<file path="src/hw/xid_pkg.sv">
// shared constants, types and helpers for the extended instruction decoder
// assumes one instruction clock and the core reset for every user
package xid_pkg;

    localparam int PTR_W  = 12;
    localparam int DATA_W = 8;
    localparam int PC_W   = 21;
    localparam int WORD_W = 16;

    // high byte of the extended literal opcodes
    localparam logic [7:0] OPC_ADD_PTR  = 8'hE8;
    localparam logic [7:0] OPC_SUB_PTR  = 8'hE9;
    localparam logic [7:0] OPC_PUSH_LIT = 8'hEA;
    localparam logic [7:0] OPC_MOVE_IDX = 8'hEB;

    localparam logic [15:0] WORD_CALL_W     = 16'h0014;
    localparam logic [3:0]  SECOND_WORD_NIB = 4'hF;

    // pointer field values
    localparam logic [1:0] SEL_PTR_TWO = 2'h2;
    localparam logic [1:0] SEL_RETURN  = 2'h3;

    // field positions
    localparam int ACCESS_BIT    = 8;
    localparam int MOVE_KIND_BIT = 7;
    localparam int SEL_LSB       = 6;

    localparam logic [7:0]        IDX_OFFSET_MAX = 8'h5F;
    localparam logic [PTR_W-1:0]  PTR_RESET      = 12'h000;
    localparam logic [PC_W-1:0]   PC_RESET       = 21'h00_0000;
    localparam logic [DATA_W-1:0] DATA_RESET     = 8'h00;

    typedef enum logic [1:0] {
        XID_PTR_HOLD,
        XID_PTR_ADD,
        XID_PTR_SUB,
        XID_PTR_LOAD
    } xid_ptr_op_e;

    typedef enum logic [1:0] {
        XID_RUN,
        XID_MOVE_WORD2,
        XID_RETURN_NOP
    } xid_state_e;

    // base plus unsigned offset, wrapping at the pointer width
    function automatic logic [PTR_W-1:0] xid_index(input logic [PTR_W-1:0] base, input logic [7:0] off);
        return base + {4'h0, off};
    endfunction

endpackage

</file>
<file path="src/hw/xid_ptr_file.sv">
// three file select pointers with literal add, subtract and core load
// assumes at most one operation per cycle, chosen by the decoder
module xid_ptr_file (
    // clock and reset
    input  wire logic                      clock,
    input  wire logic                      rst_n,
    // operation
    input  wire xid_pkg::xid_ptr_op_e      op,
    input  wire logic [1:0]                sel,
    input  wire logic [xid_pkg::PTR_W-1:0] operand,
    // pointer values
    output logic      [xid_pkg::PTR_W-1:0] ptr_zero,
    output logic      [xid_pkg::PTR_W-1:0] ptr_one,
    output logic      [xid_pkg::PTR_W-1:0] ptr_two
);

    typedef struct packed {
        logic [2:0][xid_pkg::PTR_W-1:0] ptr;
    } xid_ptr_s;

    xid_ptr_s q, d;

    always_comb begin
        d = q;
        // select value three names no pointer; any operation with it is ignored
        if (sel != 2'h3) begin
            case (op)
                xid_pkg::XID_PTR_ADD:  d.ptr[sel] = q.ptr[sel] + operand;
                xid_pkg::XID_PTR_SUB:  d.ptr[sel] = q.ptr[sel] - operand;
                xid_pkg::XID_PTR_LOAD: d.ptr[sel] = operand;
                default:               d.ptr[sel] = q.ptr[sel];
            endcase
        end
    end

    always_ff @(posedge clock or negedge rst_n) begin
        if (!rst_n) begin
            q <= {3{xid_pkg::PTR_RESET}};
        end else begin
            q <= d;
        end
    end

    assign ptr_zero = q.ptr[0];
    assign ptr_one  = q.ptr[1];
    assign ptr_two  = q.ptr[2];

endmodule // xid_ptr_file

</file>
<file path="src/hw/xid_ext_decoder.sv">
// decode and execute of the eight-opcode instruction extension
// assumes the core hands over one word per cycle on instr_valid, returns read data
// combinationally while mem_rd_en is high, and honours nop_cycle by flushing its fetch
//
// Contract
// - every extended feature stays inert unless extended_set_enable is high, except the second word of a move already begun.
// - with the extension enabled, standard byte and bit instructions may use indexed literal offset addressing.
// - add literal to pointer adds the 6-bit literal to the chosen pointer in one cycle, no flags.
// - the add form with pointer field three adds to pointer two and returns, two cycles, no flags.
// - the call through the working register word calls a target built from the working register, two cycles.
// - move indexed to file reads pointer two plus a 7-bit offset and writes a 12-bit file address, two words.
// - move indexed to indexed reads and writes at pointer two plus 7-bit offsets, two words, no flags.
// - push literal writes the 8-bit literal at pointer two and then decrements pointer two in one cycle.
// - subtract literal from pointer takes the 6-bit literal off the chosen pointer in one cycle, no flags.
// - the subtract form with pointer field three subtracts from pointer two and returns, two cycles.
// - the two pointer-two forms return on their own without a separate return word.
// - those forms load the program counter from the return stack top and run a no-operation second cycle.
// - enabled, access bit clear and file operand at most 95 selects indexed addressing off pointer two.
module xid_ext_decoder (
    // clock and reset
    input  wire logic                       clock,
    input  wire logic                       rst_n,
    // configuration
    input  wire logic                       extended_set_enable,
    // instruction stream
    input  wire logic                       instr_valid,
    input  wire logic [xid_pkg::WORD_W-1:0] instr_word,
    input  wire logic                       std_file_op,
    // core state
    input  wire logic [xid_pkg::DATA_W-1:0] working_register,
    input  wire logic [12:0]                pc_upper,
    input  wire logic [xid_pkg::PC_W-1:0]   pc_return,
    input  wire logic [xid_pkg::PC_W-1:0]   top_of_return_stack,
    input  wire logic [xid_pkg::DATA_W-1:0] mem_rd_data,
    // core pointer load
    input  wire logic                       ptr_wr_en,
    input  wire logic [1:0]                 ptr_wr_sel,
    input  wire logic [xid_pkg::PTR_W-1:0]  ptr_wr_data,
    // decode results
    output logic                            ext_taken,
    output logic                            std_pass,
    output logic                            idx_mode,
    output logic      [xid_pkg::PTR_W-1:0]  idx_addr,
    // data memory
    output logic                            mem_rd_en,
    output logic      [xid_pkg::PTR_W-1:0]  mem_rd_addr,
    output logic                            mem_wr_en,
    output logic      [xid_pkg::PTR_W-1:0]  mem_wr_addr,
    output logic      [xid_pkg::DATA_W-1:0] mem_wr_data,
    // program flow
    output logic                            pc_load,
    output logic      [xid_pkg::PC_W-1:0]   pc_target,
    output logic                            ret_push,
    output logic      [xid_pkg::PC_W-1:0]   ret_push_data,
    output logic                            ret_pop,
    output logic                            nop_cycle,
    // pointers
    output logic      [xid_pkg::PTR_W-1:0]  pointer_zero,
    output logic      [xid_pkg::PTR_W-1:0]  pointer_one,
    output logic      [xid_pkg::PTR_W-1:0]  pointer_two
);

    typedef struct packed {
        xid_pkg::xid_state_e          state;
        logic                         ext_taken;
        logic                         std_pass;
        logic                         idx_mode;
        logic [xid_pkg::PTR_W-1:0]    idx_addr;
        logic                         mem_rd_en;
        logic [xid_pkg::PTR_W-1:0]    mem_rd_addr;
        logic                         mem_wr_en;
        logic [xid_pkg::PTR_W-1:0]    mem_wr_addr;
        logic [xid_pkg::DATA_W-1:0]   mem_wr_data;
        logic                         pc_load;
        logic [xid_pkg::PC_W-1:0]     pc_target;
        logic                         ret_push;
        logic [xid_pkg::PC_W-1:0]     ret_push_data;
        logic                         ret_pop;
        logic                         nop_cycle;
        logic [xid_pkg::DATA_W-1:0]   held_data;
        logic                         move_kind;
    } xid_dec_s;

    xid_dec_s q, d;

    xid_pkg::xid_ptr_op_e           ptr_op;
    logic [1:0]                     ptr_sel;
    logic [xid_pkg::PTR_W-1:0]      ptr_operand;
    logic [xid_pkg::PTR_W-1:0]      ptr_two_now;

    // opcode fields
    logic [7:0]                     op_hi;
    logic [1:0]                     op_sel;
    logic [xid_pkg::PTR_W-1:0]      lit6;
    logic                           ext_en;
    logic [xid_pkg::DATA_W-1:0]     move_data;

    // word classes, read only while instr_valid
    logic                           is_arith;
    logic                           is_push;
    logic                           is_move;
    logic                           is_call;
    logic                           is_idx_std;

    // the add and subtract forms share one high-byte test
    function automatic logic is_ptr_arith(input logic [7:0] hi);
        return hi == xid_pkg::OPC_ADD_PTR || hi == xid_pkg::OPC_SUB_PTR;
    endfunction

    // access bit clear and a low file operand select indexed addressing
    function automatic logic low_access_operand(input logic [xid_pkg::WORD_W-1:0] w);
        return !w[xid_pkg::ACCESS_BIT] && w[7:0] <= xid_pkg::IDX_OFFSET_MAX;
    endfunction

    // the first move word, and the second of an indexed-to-indexed move, carry a 7-bit offset from pointer two in their low bits
    function automatic logic [xid_pkg::PTR_W-1:0] move_offset(input logic [xid_pkg::PTR_W-1:0]  base,
                                                              input logic [xid_pkg::WORD_W-1:0] w);
        return xid_pkg::xid_index(base, {1'b0, w[6:0]});
    endfunction

    // field slices of the word on offer
    assign op_hi  = instr_word[15:8];
    assign op_sel = instr_word[xid_pkg::SEL_LSB +: 2];
    assign lit6   = {6'h00, instr_word[5:0]};
    assign ext_en = extended_set_enable;

    assign is_arith   = is_ptr_arith(op_hi);
    assign is_push    = op_hi == xid_pkg::OPC_PUSH_LIT;
    assign is_move    = op_hi == xid_pkg::OPC_MOVE_IDX;
    assign is_call    = instr_word == xid_pkg::WORD_CALL_W;
    assign is_idx_std = std_file_op && low_access_operand(instr_word);

    // read data is only driven by the core while the read strobe is up
    assign move_data = q.mem_rd_en ? mem_rd_data : q.held_data;

    // one copy of the whole state; pulses default idle, held fields keep their value
    always_comb begin
        d             = q;
        d.ext_taken   = 1'b0;
        d.std_pass    = 1'b0;
        d.idx_mode    = 1'b0;
        d.mem_rd_en   = 1'b0;
        d.mem_wr_en   = 1'b0;
        d.pc_load     = 1'b0;
        d.ret_push    = 1'b0;
        d.ret_pop     = 1'b0;
        d.nop_cycle   = 1'b0;
        ptr_op        = xid_pkg::XID_PTR_HOLD;
        ptr_sel       = ptr_wr_sel;
        ptr_operand   = ptr_wr_data;
        // read data captured while it stands, for a second word that comes late
        if (q.mem_rd_en) begin
            d.held_data = mem_rd_data;
        end
        // core loads yield to extended pointer updates in the same cycle
        if (ptr_wr_en) begin
            ptr_op = xid_pkg::XID_PTR_LOAD;
        end
        case (q.state)
            xid_pkg::XID_RUN: begin
                if (instr_valid) begin
                    if (!ext_en) begin
                        d.std_pass = 1'b1;
                    end else if (is_arith) begin
                        d.ext_taken = 1'b1;
                        if (op_hi == xid_pkg::OPC_ADD_PTR) begin
                            ptr_op = xid_pkg::XID_PTR_ADD;
                        end else begin
                            ptr_op = xid_pkg::XID_PTR_SUB;
                        end
                        ptr_operand = lit6;
                        ptr_sel     = op_sel;
                        if (op_sel == xid_pkg::SEL_RETURN) begin
                            // pointer two update and the return pulses land at the same edge
                            ptr_sel     = xid_pkg::SEL_PTR_TWO;
                            d.pc_load   = 1'b1;
                            d.pc_target = top_of_return_stack;
                            d.ret_pop   = 1'b1;
                            d.nop_cycle = 1'b1;
                            d.state     = xid_pkg::XID_RETURN_NOP;
                        end
                    end else if (is_push) begin
                        // write goes to the old pointer while the decrement lands at the same edge
                        d.ext_taken   = 1'b1;
                        d.mem_wr_en   = 1'b1;
                        d.mem_wr_addr = ptr_two_now;
                        d.mem_wr_data = instr_word[7:0];
                        ptr_op        = xid_pkg::XID_PTR_SUB;
                        ptr_sel       = xid_pkg::SEL_PTR_TWO;
                        ptr_operand   = 12'h001;
                    end else if (is_move) begin
                        d.ext_taken   = 1'b1;
                        d.mem_rd_en   = 1'b1;
                        d.mem_rd_addr = move_offset(ptr_two_now, instr_word);
                        d.move_kind   = instr_word[xid_pkg::MOVE_KIND_BIT];
                        d.state       = xid_pkg::XID_MOVE_WORD2;
                    end else if (is_call) begin
                        // return address pushed and target loaded at one edge
                        d.ext_taken     = 1'b1;
                        d.pc_load       = 1'b1;
                        d.pc_target     = {pc_upper, working_register};
                        d.ret_push      = 1'b1;
                        d.ret_push_data = pc_return;
                        d.nop_cycle     = 1'b1;
                        d.state         = xid_pkg::XID_RETURN_NOP;
                    end else begin
                        // standard word: only its operand form is decided here
                        d.std_pass = 1'b1;
                        if (is_idx_std) begin
                            d.idx_mode = 1'b1;
                            d.idx_addr = xid_pkg::xid_index(ptr_two_now, instr_word[7:0]);
                        end
                    end
                end
            end
            xid_pkg::XID_MOVE_WORD2: begin
                // the move kind waits in its own flop, so idx_mode stays a clean pulse
                if (instr_valid) begin
                    d.ext_taken   = 1'b1;
                    d.mem_wr_en   = 1'b1;
                    d.mem_wr_data = move_data;
                    if (q.move_kind) begin
                        d.mem_wr_addr = move_offset(ptr_two_now, instr_word);
                    end else begin
                        d.mem_wr_addr = instr_word[11:0];
                    end
                    d.state = xid_pkg::XID_RUN;
                end
            end
            xid_pkg::XID_RETURN_NOP: begin
                // flushed word of the second cycle is dropped
                // a core pointer load in this cycle still lands
                d.state = xid_pkg::XID_RUN;
            end
            default: begin
                d.state = xid_pkg::XID_RUN;
            end
        endcase
    end

    // the copy is registered whole on every edge
    always_ff @(posedge clock or negedge rst_n) begin
        if (!rst_n) begin
            // constants only, so reset never depends on live inputs
            q.state         <= xid_pkg::XID_RUN;
            q.ext_taken     <= 1'b0;
            q.std_pass      <= 1'b0;
            q.idx_mode      <= 1'b0;
            q.idx_addr      <= xid_pkg::PTR_RESET;
            q.mem_rd_en     <= 1'b0;
            q.mem_rd_addr   <= xid_pkg::PTR_RESET;
            q.mem_wr_en     <= 1'b0;
            q.mem_wr_addr   <= xid_pkg::PTR_RESET;
            q.mem_wr_data   <= xid_pkg::DATA_RESET;
            q.pc_load       <= 1'b0;
            q.pc_target     <= xid_pkg::PC_RESET;
            q.ret_push      <= 1'b0;
            q.ret_push_data <= xid_pkg::PC_RESET;
            q.ret_pop       <= 1'b0;
            q.nop_cycle     <= 1'b0;
            q.held_data     <= xid_pkg::DATA_RESET;
            q.move_kind     <= 1'b0;
        end else begin
            q <= d;
        end
    end

    // pointer updates land at the same edge as the decoded pulses
    xid_ptr_file u_ptr_file (
        .clock    (clock),
        .rst_n    (rst_n),
        .op       (ptr_op),
        .sel      (ptr_sel),
        .operand  (ptr_operand),
        .ptr_zero (pointer_zero),
        .ptr_one  (pointer_one),
        .ptr_two  (ptr_two_now)
    );

    // every output is a flop; pointer values come from the pointer file flops
    assign pointer_two   = ptr_two_now;
    assign ext_taken     = q.ext_taken;
    assign std_pass      = q.std_pass;
    assign idx_mode      = q.idx_mode;
    assign idx_addr      = q.idx_addr;
    assign mem_rd_en     = q.mem_rd_en;
    assign mem_rd_addr   = q.mem_rd_addr;
    assign mem_wr_en     = q.mem_wr_en;
    assign mem_wr_addr   = q.mem_wr_addr;
    assign mem_wr_data   = q.mem_wr_data;
    assign pc_load       = q.pc_load;
    assign pc_target     = q.pc_target;
    assign ret_push      = q.ret_push;
    assign ret_push_data = q.ret_push_data;
    assign ret_pop       = q.ret_pop;
    assign nop_cycle     = q.nop_cycle;

endmodule // xid_ext_decoder

</file>
<file path="config.mk">
export PLATFORM = sky130hd
export DESIGN_NAME = xid_ext_decoder
export DESIGN_NICKNAME = d
export VERILOG_FILES = /design/src/hw/xid_pkg.sv /design/src/hw/xid_ptr_file.sv /design/src/hw/xid_ext_decoder.sv
export SDC_FILE = /design/constraint.sdc
export NUM_CORES = 1
export LEC_CHECK = 0
export BUFFER_PORTS_ARGS = -buffer_cell sky130_fd_sc_hd__buf_2
export CORE_MARGIN = 5
export CORE_UTILIZATION = 30
export CTS_CLUSTER_SIZE = 16
export DETAILED_ROUTE_END_ITERATION = 10
export PLACE_DENSITY = 0.57
export REMOVE_ABC_BUFFERS = 1
export SLEW_MARGIN = 20
export SYNTH_ARGS = -nofsm -noshare
export SYNTH_HDL_FRONTEND = slang
export SYNTH_SLANG_ARGS = --single-unit
export TNS_END_PERCENT = 5
</file>
<file path="constraint.sdc">
create_clock -name clock -period 10.3 [get_ports clock]
set_input_delay 2.06 -clock clock [delete_from_list [all_inputs] [get_ports clock]]
set_output_delay 2.06 -clock clock [all_outputs]
set_load 0.02 [all_outputs]
</file>
==> results.ini, run 1 <==
[sta]
rsz0062_at_grt=false
tightest_slew_ps=1070
maxSlewHeadroom=0.287
hold_viol_final=0
drv_slew=0
post-route-period-util=0.631
min_period_ps=6500
timing.fmax_mhz=154
skew_ps=10.2
tns_ps=0
hold_slack_ps=476
setup_violations=0

[clocking]
ctsResizeCount=0
clockBufferDepth=2
cts_made_buffers=17
clkTransAtPathRegs_ps=70
post_cts_buffers=0
clock_latency_ps=430
ctsHoldBuffers=0
clkSinkCount=141
clockRootBuffer=clkbuf_16
cts_tree=yes
htreeDepth=4

[cells_and_area]
nets=1234
multiInputGateArea_um2=4360
final_cell_mix=236 x buf_2, 141 x dfrtp_1, 103 x nand2_1, 87 x o21ai_0, 53 x nor2_1
seqCellArea_um2=3530
drive_gt1_frac=0.318
final_common_cell=buf_2
area_growth_syn_to_layout_pct=17.4
fillers=3031
stdcell_area_um2=10400

[placed_design]
portBuffers=237
dp_hpwl_um=23400
dpl_cell_area_um2=9800
gp_congestion=0.886

[floorplan]
die_h_um=182
io_pins=238
die_area_um2=33100
start_util=0.302
die_x_um=182
rows=63
core_um2=29400

[worst_setup_path]
worstPathRequired_ps=10610
cp-start-kind=primary input
timing.rr.start=q[104]
slowest_delay_ps=850
worstSetupStartpoint=instr_word[11]
path_class=in2reg
crit_path_cell_trace=buf_2, and4_1, a41o_1, and2_1, mux2i_1, o21ai_0, ha_1, o21bai_1, nand2_1, a2111oi_0, nor4b_1, nor3_1, o21ai_0, mux2_2
worstSetupEndpointType=flip-flop
cp_max_fo=18
worstPathArrival_ps=6810
cp_slowest_cell=and2_1
path_common_cell=o21ai_0

[synth]
synth_edf_count=0
netlist_instances=963
async_flop_share=1.00
ys.flop_type=dfrtp_1
yosysSeqAreaShare=0.397
post_synth_num_cell_types=75
avgSynthCellArea_um2=9.22
synth_area_um2=8880
ys_warn_count=0
ys_ff_latch=141

[global_routing]
grt_use_total=0.180
grt_pass1_wl_um=46100
grt_max_degree=93
first_global_vias=7523
antenna_found_initial=1
grt-ovfl-total=0

[job]
max_cap_viol_count=0

[status]
status=finished clean

[detailed_routing]
drt-pass1-iter-count=6
via_per_inst=5.19
drt-initial-drc-count=650
wire_per_inst_um=20.6
drc=0
ant_nets=0
drt_wl_total_um=30900
vias=7774

[power]
leakage_nw=5.12
powerDensity_nw_per_um2=175
peakVddDrop_uv=95.4

[worst_hold_path]
hp-start=pc_target[19]
hold_path.class=reg2reg

-- path summary, 6_finish.rpt --
| kind | end | slack, ps | depth (start not counted) |
|---|---|---|---|
| setup / recovery | flip-flop | 3800 | 14 |
| min in group asynchronous | ret_push_data[10] | 1680 | 1 |
| hold reg to reg | pc_target[19] | 480 | 2 |
| hold / removal | pc_target[19] | 480 | 2 |
| max in group asynchronous | q[7] | 7390 | 2 |
| setup reg to reg | flip-flop | 5130 | 13 |
-- where the power goes --
group,internal [mW],leakage (nW),switching [mW]
registers,0.609,1.84,0.0645
logic,0.190,2.97,0.316
clock network,0.332,0.298,0.309
total,1.13,5.12,0.689
-- synth_stat cells, types with 7 or more instances --
cell      count  area share
mux2_2       45       0.057
a22o_1       14       0.014
a31oi_1      11      0.0078
and2_1       10      0.0070
o21ai_0      87       0.049
o22ai_1       7      0.0049
ha_1         30       0.042
and3_1        7      0.0049
a22oi_1      29       0.025
or2_2         8      0.0056
mux2i_1      17       0.019
a21oi_1      41       0.023
buf_4        87       0.074
clkbuf_1     39       0.016
nand2_1     103       0.044
nand3_1      17      0.0096
xnor2_1      16       0.016
dfrtp_1     141        0.40
a21o_1       13       0.011
nor4_1       10      0.0070
nor2_1       54       0.023
buf_2         8      0.0045
inv_1        34       0.014
nor3_1       12      0.0068
-- area by class of cell --
class | instances | share of cell area
Inverter | 34 | 0.0123
Antenna cell | 1 | 0.000240
Multi-Input combinational cell | 649 | 0.419
Timing Repair Buffer | 251 | 0.125
Sequential cell | 141 | 0.339
Clock inverter | 15 | 0.0177
Tap cell | 390 | 0.0468
Clock buffer | 17 | 0.0408
-- layer usage --
metal,GRT usage,wire [um],vias to the layer above
li1,-,-,3633
met1,0.249,14100,3836
met2,0.283,14400,262
met3,0.0395,1790,43
met4,0.0528,682,0
met5,0,0,-
-- metrics by stage --
step	total power, mW	utilization	cells	setup WS [ps]
floorplan	0.981	-	824	4510
global route	1.92	0.354	1498	3490
detailed placement	1.19	0.333	1465	3430
global placement	1.18	0.333	1465	3590
CTS	1.84	0.354	1497	3860
finish	1.82	0.354	1498	3800
-- kinds of logic (layout without fill, tap and decap cells) --
logic type	Yosys count	after routing	synth area share
AO/OA/AOI/OAI	272	272	0.203
XOR/XNOR	22	22	0.0217
adder cells (fa/ha/maj)	33	33	0.0490
buffers and inverters	173	317	0.113
flip-flops	141	141	0.397
multiplexers	62	62	0.0763
other	0	1	0
AND/OR/NAND/NOR	260	260	0.140
-- worst max-delay path, delay by kind of cell --
family,cells,cell delay (ps)
buffers and inverters,1,120
AO/OA/AOI/OAI,5,1970
adder cells (fa/ha/maj),1,370
multiplexers,2,460
AND/OR/NAND/NOR,5,1810
No activity file was read; power rests on OpenSTA's default activity.
==> run 2: changes to the inputs <==
clock period = 6.2 ns   (was 10.3 ns; I/O delays follow)
==> run 2 against run 1 <==
Final cell count increased by 0.33%; sequential share of layout area decreased by 0.12 points; sequential power increased by 66%; clock-buffer cell count unchanged; hold slack improved by 0.62 ps; via count increased by 1.1%; non-clock buffer count increased by 4; first-iteration DRC count decreased by 0.62%; combinational power increased by 66%; register-to-register slack got worse by 3700 ps; largest power group unchanged.
==> results.ini, run 2 (synthesis results as in run 1) <==
[worst_setup_path]
slowest_delay_ps=770
worstSetupEndpointType=flip-flop
worstPathArrival_ps=5700
path_class=in2reg
worstSetupStartpoint=instr_word[11]
crit_path_cell_trace=buf_2, nand4_1, nor4_1, or2_1, o21ai_0, ha_1, a21o_1, and4_1, or3_1, a211o_1, a31oi_1, o21ai_0, a22o_1
r2r_slack_ps=1430
cp_slowest_cell=nor4_1
path_common_cell=o21ai_0
cp_max_fo=14
reg2regPathDepth=12
cp-start-kind=primary input
timing.rr.start=q[104]
worstPathRequired_ps=6540

[floorplan]
io_pins=238
rows=63
die_x_um=182
start_util=0.302
die_area_um2=33100
die_h_um=182
core_um2=29400

[power]
combPwrFrac=0.277
switchingPower_mw=1.15
p_int_mw=1.88
clkPwrFrac=0.353
peakVddDrop_uv=253
switching_share=0.380
powerDensity_nw_per_um2=290
leakage_nw=5.14
p_seq_frac=0.370
power_mw=3.03

[sta]
maxSlewHeadroom=0.345
skew_ps=25.0
tns_ps=0
timing.fmax_mhz=187
rsz0062_at_grt=false
setup_violations=0
tightest_slew_ps=978
hold_viol_final=0
min_period_ps=5360
drv_slew=0
post-route-period-util=0.864

[cells_and_area]
nets=1238
final_common_cell=buf_2
final_cell_mix=236 x buf_2, 141 x dfrtp_1, 103 x nand2_1, 87 x o21ai_0, 53 x nor2_1
area_growth_syn_to_layout_pct=17.8
drive_gt1_frac=0.320

[clocking]
ctsResizeCount=0
clkTransAtPathRegs_ps=80
ctsHoldBuffers=0
clockBufferDepth=2
cts_made_buffers=17
htreeDepth=4
cts_tree=yes
clkSinkCount=141
clock_latency_ps=440
clockRootBuffer=clkbuf_16
post_cts_buffers=0

[detailed_routing]
drt_wl_total_um=31200
drt-initial-drc-count=646
drt-pass1-iter-count=7
wire_per_inst_um=20.8
ant_nets=0
vias=7859
drc=0
via_per_inst=5.23

[worst_hold_path]
hold_path.class=reg2reg

[global_routing]
antenna_found_initial=2
grt_use_total=0.181
first_global_vias=7598
grt_pass1_wl_um=46500
grt_max_degree=87
grt-ovfl-total=0

[status]
status=finished clean

[job]
max_cap_viol_count=0

[placed_design]
dp_hpwl_um=23600
gp_congestion=0.939
portBuffers=237

## run 2: power groups by stage
stage / registers (mW) / logic, mW / clock network, mW
2_1_floorplan: 1.21 / 0.417 / 0
3_3_place_gp: 1.14 / 0.830 / 0
3_5_place_dp: 1.14 / 0.835 / 0
4_1_cts: 1.12 / 0.841 / 1.09
5_1_grt: 1.14 / 0.919 / 1.13
6_report: 1.12 / 0.840 / 1.07
## run 2: worst min path at each step
stage	startpoint	endpoint	slack, ps	cells after the start
global route	pc_target[17]	pc_target[17]	500	2
detailed placement	pc_target[0]	pc_target[0]	470	2
global placement	pc_target[6]	pc_target[6]	460	2
floorplan	q[105]	q[104]	450	1
finish	pc_target[7]	pc_target[7]	480	2
CTS	pc_target[0]	pc_target[0]	480	2
## run 2: stage by stage
stage          hold WS, ps  cells  area, um2  setup slack (ps)   util
3_3_place_gp           460   1469       9830               702  0.334
5_1_grt                498   1503      10500               649  0.356
6_report               477   1503      10500               841  0.356
4_1_cts                483   1501      10400              1010  0.355
3_5_place_dp           466   1469       9830               588  0.334
2_1_floorplan          450    824       8000              1230      -
## run 2: layout make-up
class	instances	area, um2
Sequential cell	141	3530
Fill cell	3045	18900
Inverter	34	128
Multi-Input combinational cell	649	4360
Antenna cell	2	5.00
Tap cell	390	488
Clock inverter	15	189
Clock buffer	17	425
Timing Repair Buffer	255	1330
## run 2: per-layer routing
metal	wire, um	global-route usage	part of all wire	up-vias
li1	-	-	-	3636
met1	14000	0.254	0.45	3871
met2	14500	0.283	0.46	310
met3	1910	0.0313	0.061	42
met4	793	0.0606	0.025	0
met5	0	0	0	-
## run 2: worst max-delay path: cells and delay by family
kind / cells / cell delay [ps]
and+or+nand+nor: 5 / 2310
AOI/OAI and AO/OA: 6 / 1610
adders and majority gates: 1 / 410
buffers and inverters: 1 / 110
==> run 3: changes to the inputs <==
RECOVER_POWER = 50   (was default)
==> run 3 against run 2 <==
The run now ends with capacitance limit, slew limit left; hold slack better by 3.5 ps; setup slack worse by 69 ps; fmax is 1.3% lower; critical path depth stayed put; global-route usage stayed put; combinational power is 2.4% lower; non-clock buffer count stayed put; clock power hardly changed; core utilization is 0.49 points lower; flip-flop and latch count stayed put; sequential share of layout area is 0.47 points higher; critical path type unchanged.
==> results.ini, run 3 (synthesis results as in run 1) <==
[detailed_routing]
ant_nets=0
via_per_inst=5.20
drt-pass1-iter-count=5
drt-initial-drc-count=717
drc=0
drt_wl_total_um=31200
wire_per_inst_um=20.8
vias=7812

[worst_setup_path]
cp-start-kind=primary input
worstPathRequired_ps=6520
worstSetupEndpointType=flip-flop
cp_top_family=simple AND/OR/NAND/NOR gates
crit_path_cell_trace=clkbuf_1, nand4_1, nor4_1, or2_1, o21ai_0, ha_1, a21o_1, and4_1, o31ai_1, a21oi_1, a211oi_1, xor2_1, o311ai_1
worstPathArrival_ps=5740
slowest_delay_ps=760
cp_slowest_cell=nor4_1
critPathBufInv=1
cp_max_fo=14
reg2regPathDepth=12
worstSetupPathDepth=13
r2r_slack_ps=1410
path_class=in2reg

[sta]
drv_slew=87
tightest_slew_ps=3940
skew_ps=25.9
setup_violations=0
fin_ws_ps=772
min_period_ps=5430
timing.fmax_mhz=184
tns_ps=0
hold_viol_final=0
post-route-period-util=0.875
rsz0062_at_grt=false
maxSlewHeadroom=-1.63

[floorplan]
io_pins=238
core_um2=29400
die_area_um2=33100
rows=63
die_x_um=182
die_h_um=182
start_util=0.302

[global_routing]
grt-ovfl-total=0
grt_use_total=0.181
grt_max_degree=87
antenna_found_initial=2
grt_pass1_wl_um=46500
first_global_vias=7598

[placed_design]
dp_cells=1469
portBuffers=237
gp_congestion=0.939
dp_slack_ps=588
dp_hpwl_um=23600

[clocking]
clkSinkCount=141
ctsResizeCount=0
cts_tree=yes
clockRootBuffer=clkbuf_16
htreeDepth=4
ctsHoldBuffers=0
clockBufferDepth=2
cts_made_buffers=17
post_cts_buffers=0
clkTransAtPathRegs_ps=80
clock_latency_ps=440

[power]
power_mw=3.01
peakVddDrop_uv=251
leakage_nw=4.70
powerDensity_nw_per_um2=292

[cells_and_area]
drive_gt1_frac=0.212
area_growth_syn_to_layout_pct=16.2
nets=1238
final_cell_mix=141 x dfrtp_1, 123 x buf_2, 113 x clkbuf_1, 103 x nand2_1, 87 x o21ai_0
instances_no_fill=1503
final_util=0.351
final_common_cell=dfrtp_1

[job]
max_cap_viol_count=1

[status]
violations=capacitance limit, slew limit
status=finished with violations

[worst_hold_path]
hold_path.class=reg2reg
whs_path_depth=2

## run 3: cell count changes in the layout (fill, tap and decap cells not counted), sizes merged
cell           change
clkbuf           +113
clkdlybuf4s25      +1
buf              -114
## run 3: final timing paths
kind                                startpoint                         end
worst max-delay path            instr_word[11]                   flip-flop
worst min-delay path              pc_target[7]                pc_target[7]
worst max register to register          q[104]                   flip-flop
worst min register to register    pc_target[7]                pc_target[7]
max in group asynchronous                rst_n  asynchronous set/reset pin
min in group asynchronous                rst_n           ret_push_data[10]
## run 3: report_power, final
part / leakage [nW] / internal, mW / switching [mW]
combinational: 2.56 / 0.297 / 0.524
clock: 0.299 / 0.552 / 0.516
sequential: 1.84 / 1.01 / 0.111
total: 4.70 / 1.86 / 1.15
## run 3: through the flow
stage / area [um2] / hold WS (ps)
6_report: 10300 / 481
5_1_grt: 10300 / 503
4_1_cts: 10400 / 483
3_5_place_dp: 9830 / 466
3_3_place_gp: 9830 / 460
2_1_floorplan: 8000 / 450
## run 3: worst min-delay path: stages (launching register included)
cell	delay, ps
dfrtp_1	340
nand2_1	40
o21ai_0	60
## run 3: layer usage
layer	vias up	wire, um	global-route usage
li1	3639	-	-
met1	3820	14100	0.254
met2	307	14400	0.283
met3	46	1830	0.0313
met4	0	854	0.0606
met5	-	0	0
## run 3: final cells by class
type / count / area [um2]
fill: 3090 / 19100
multi-input combinational: 649 / 4360
sequential: 141 / 3530
timing repair buffer: 255 / 1180
tap: 390 / 488
clock buffer: 17 / 425
clock inverter: 15 / 189
inverter: 34 / 128
antenna: 2 / 5.00
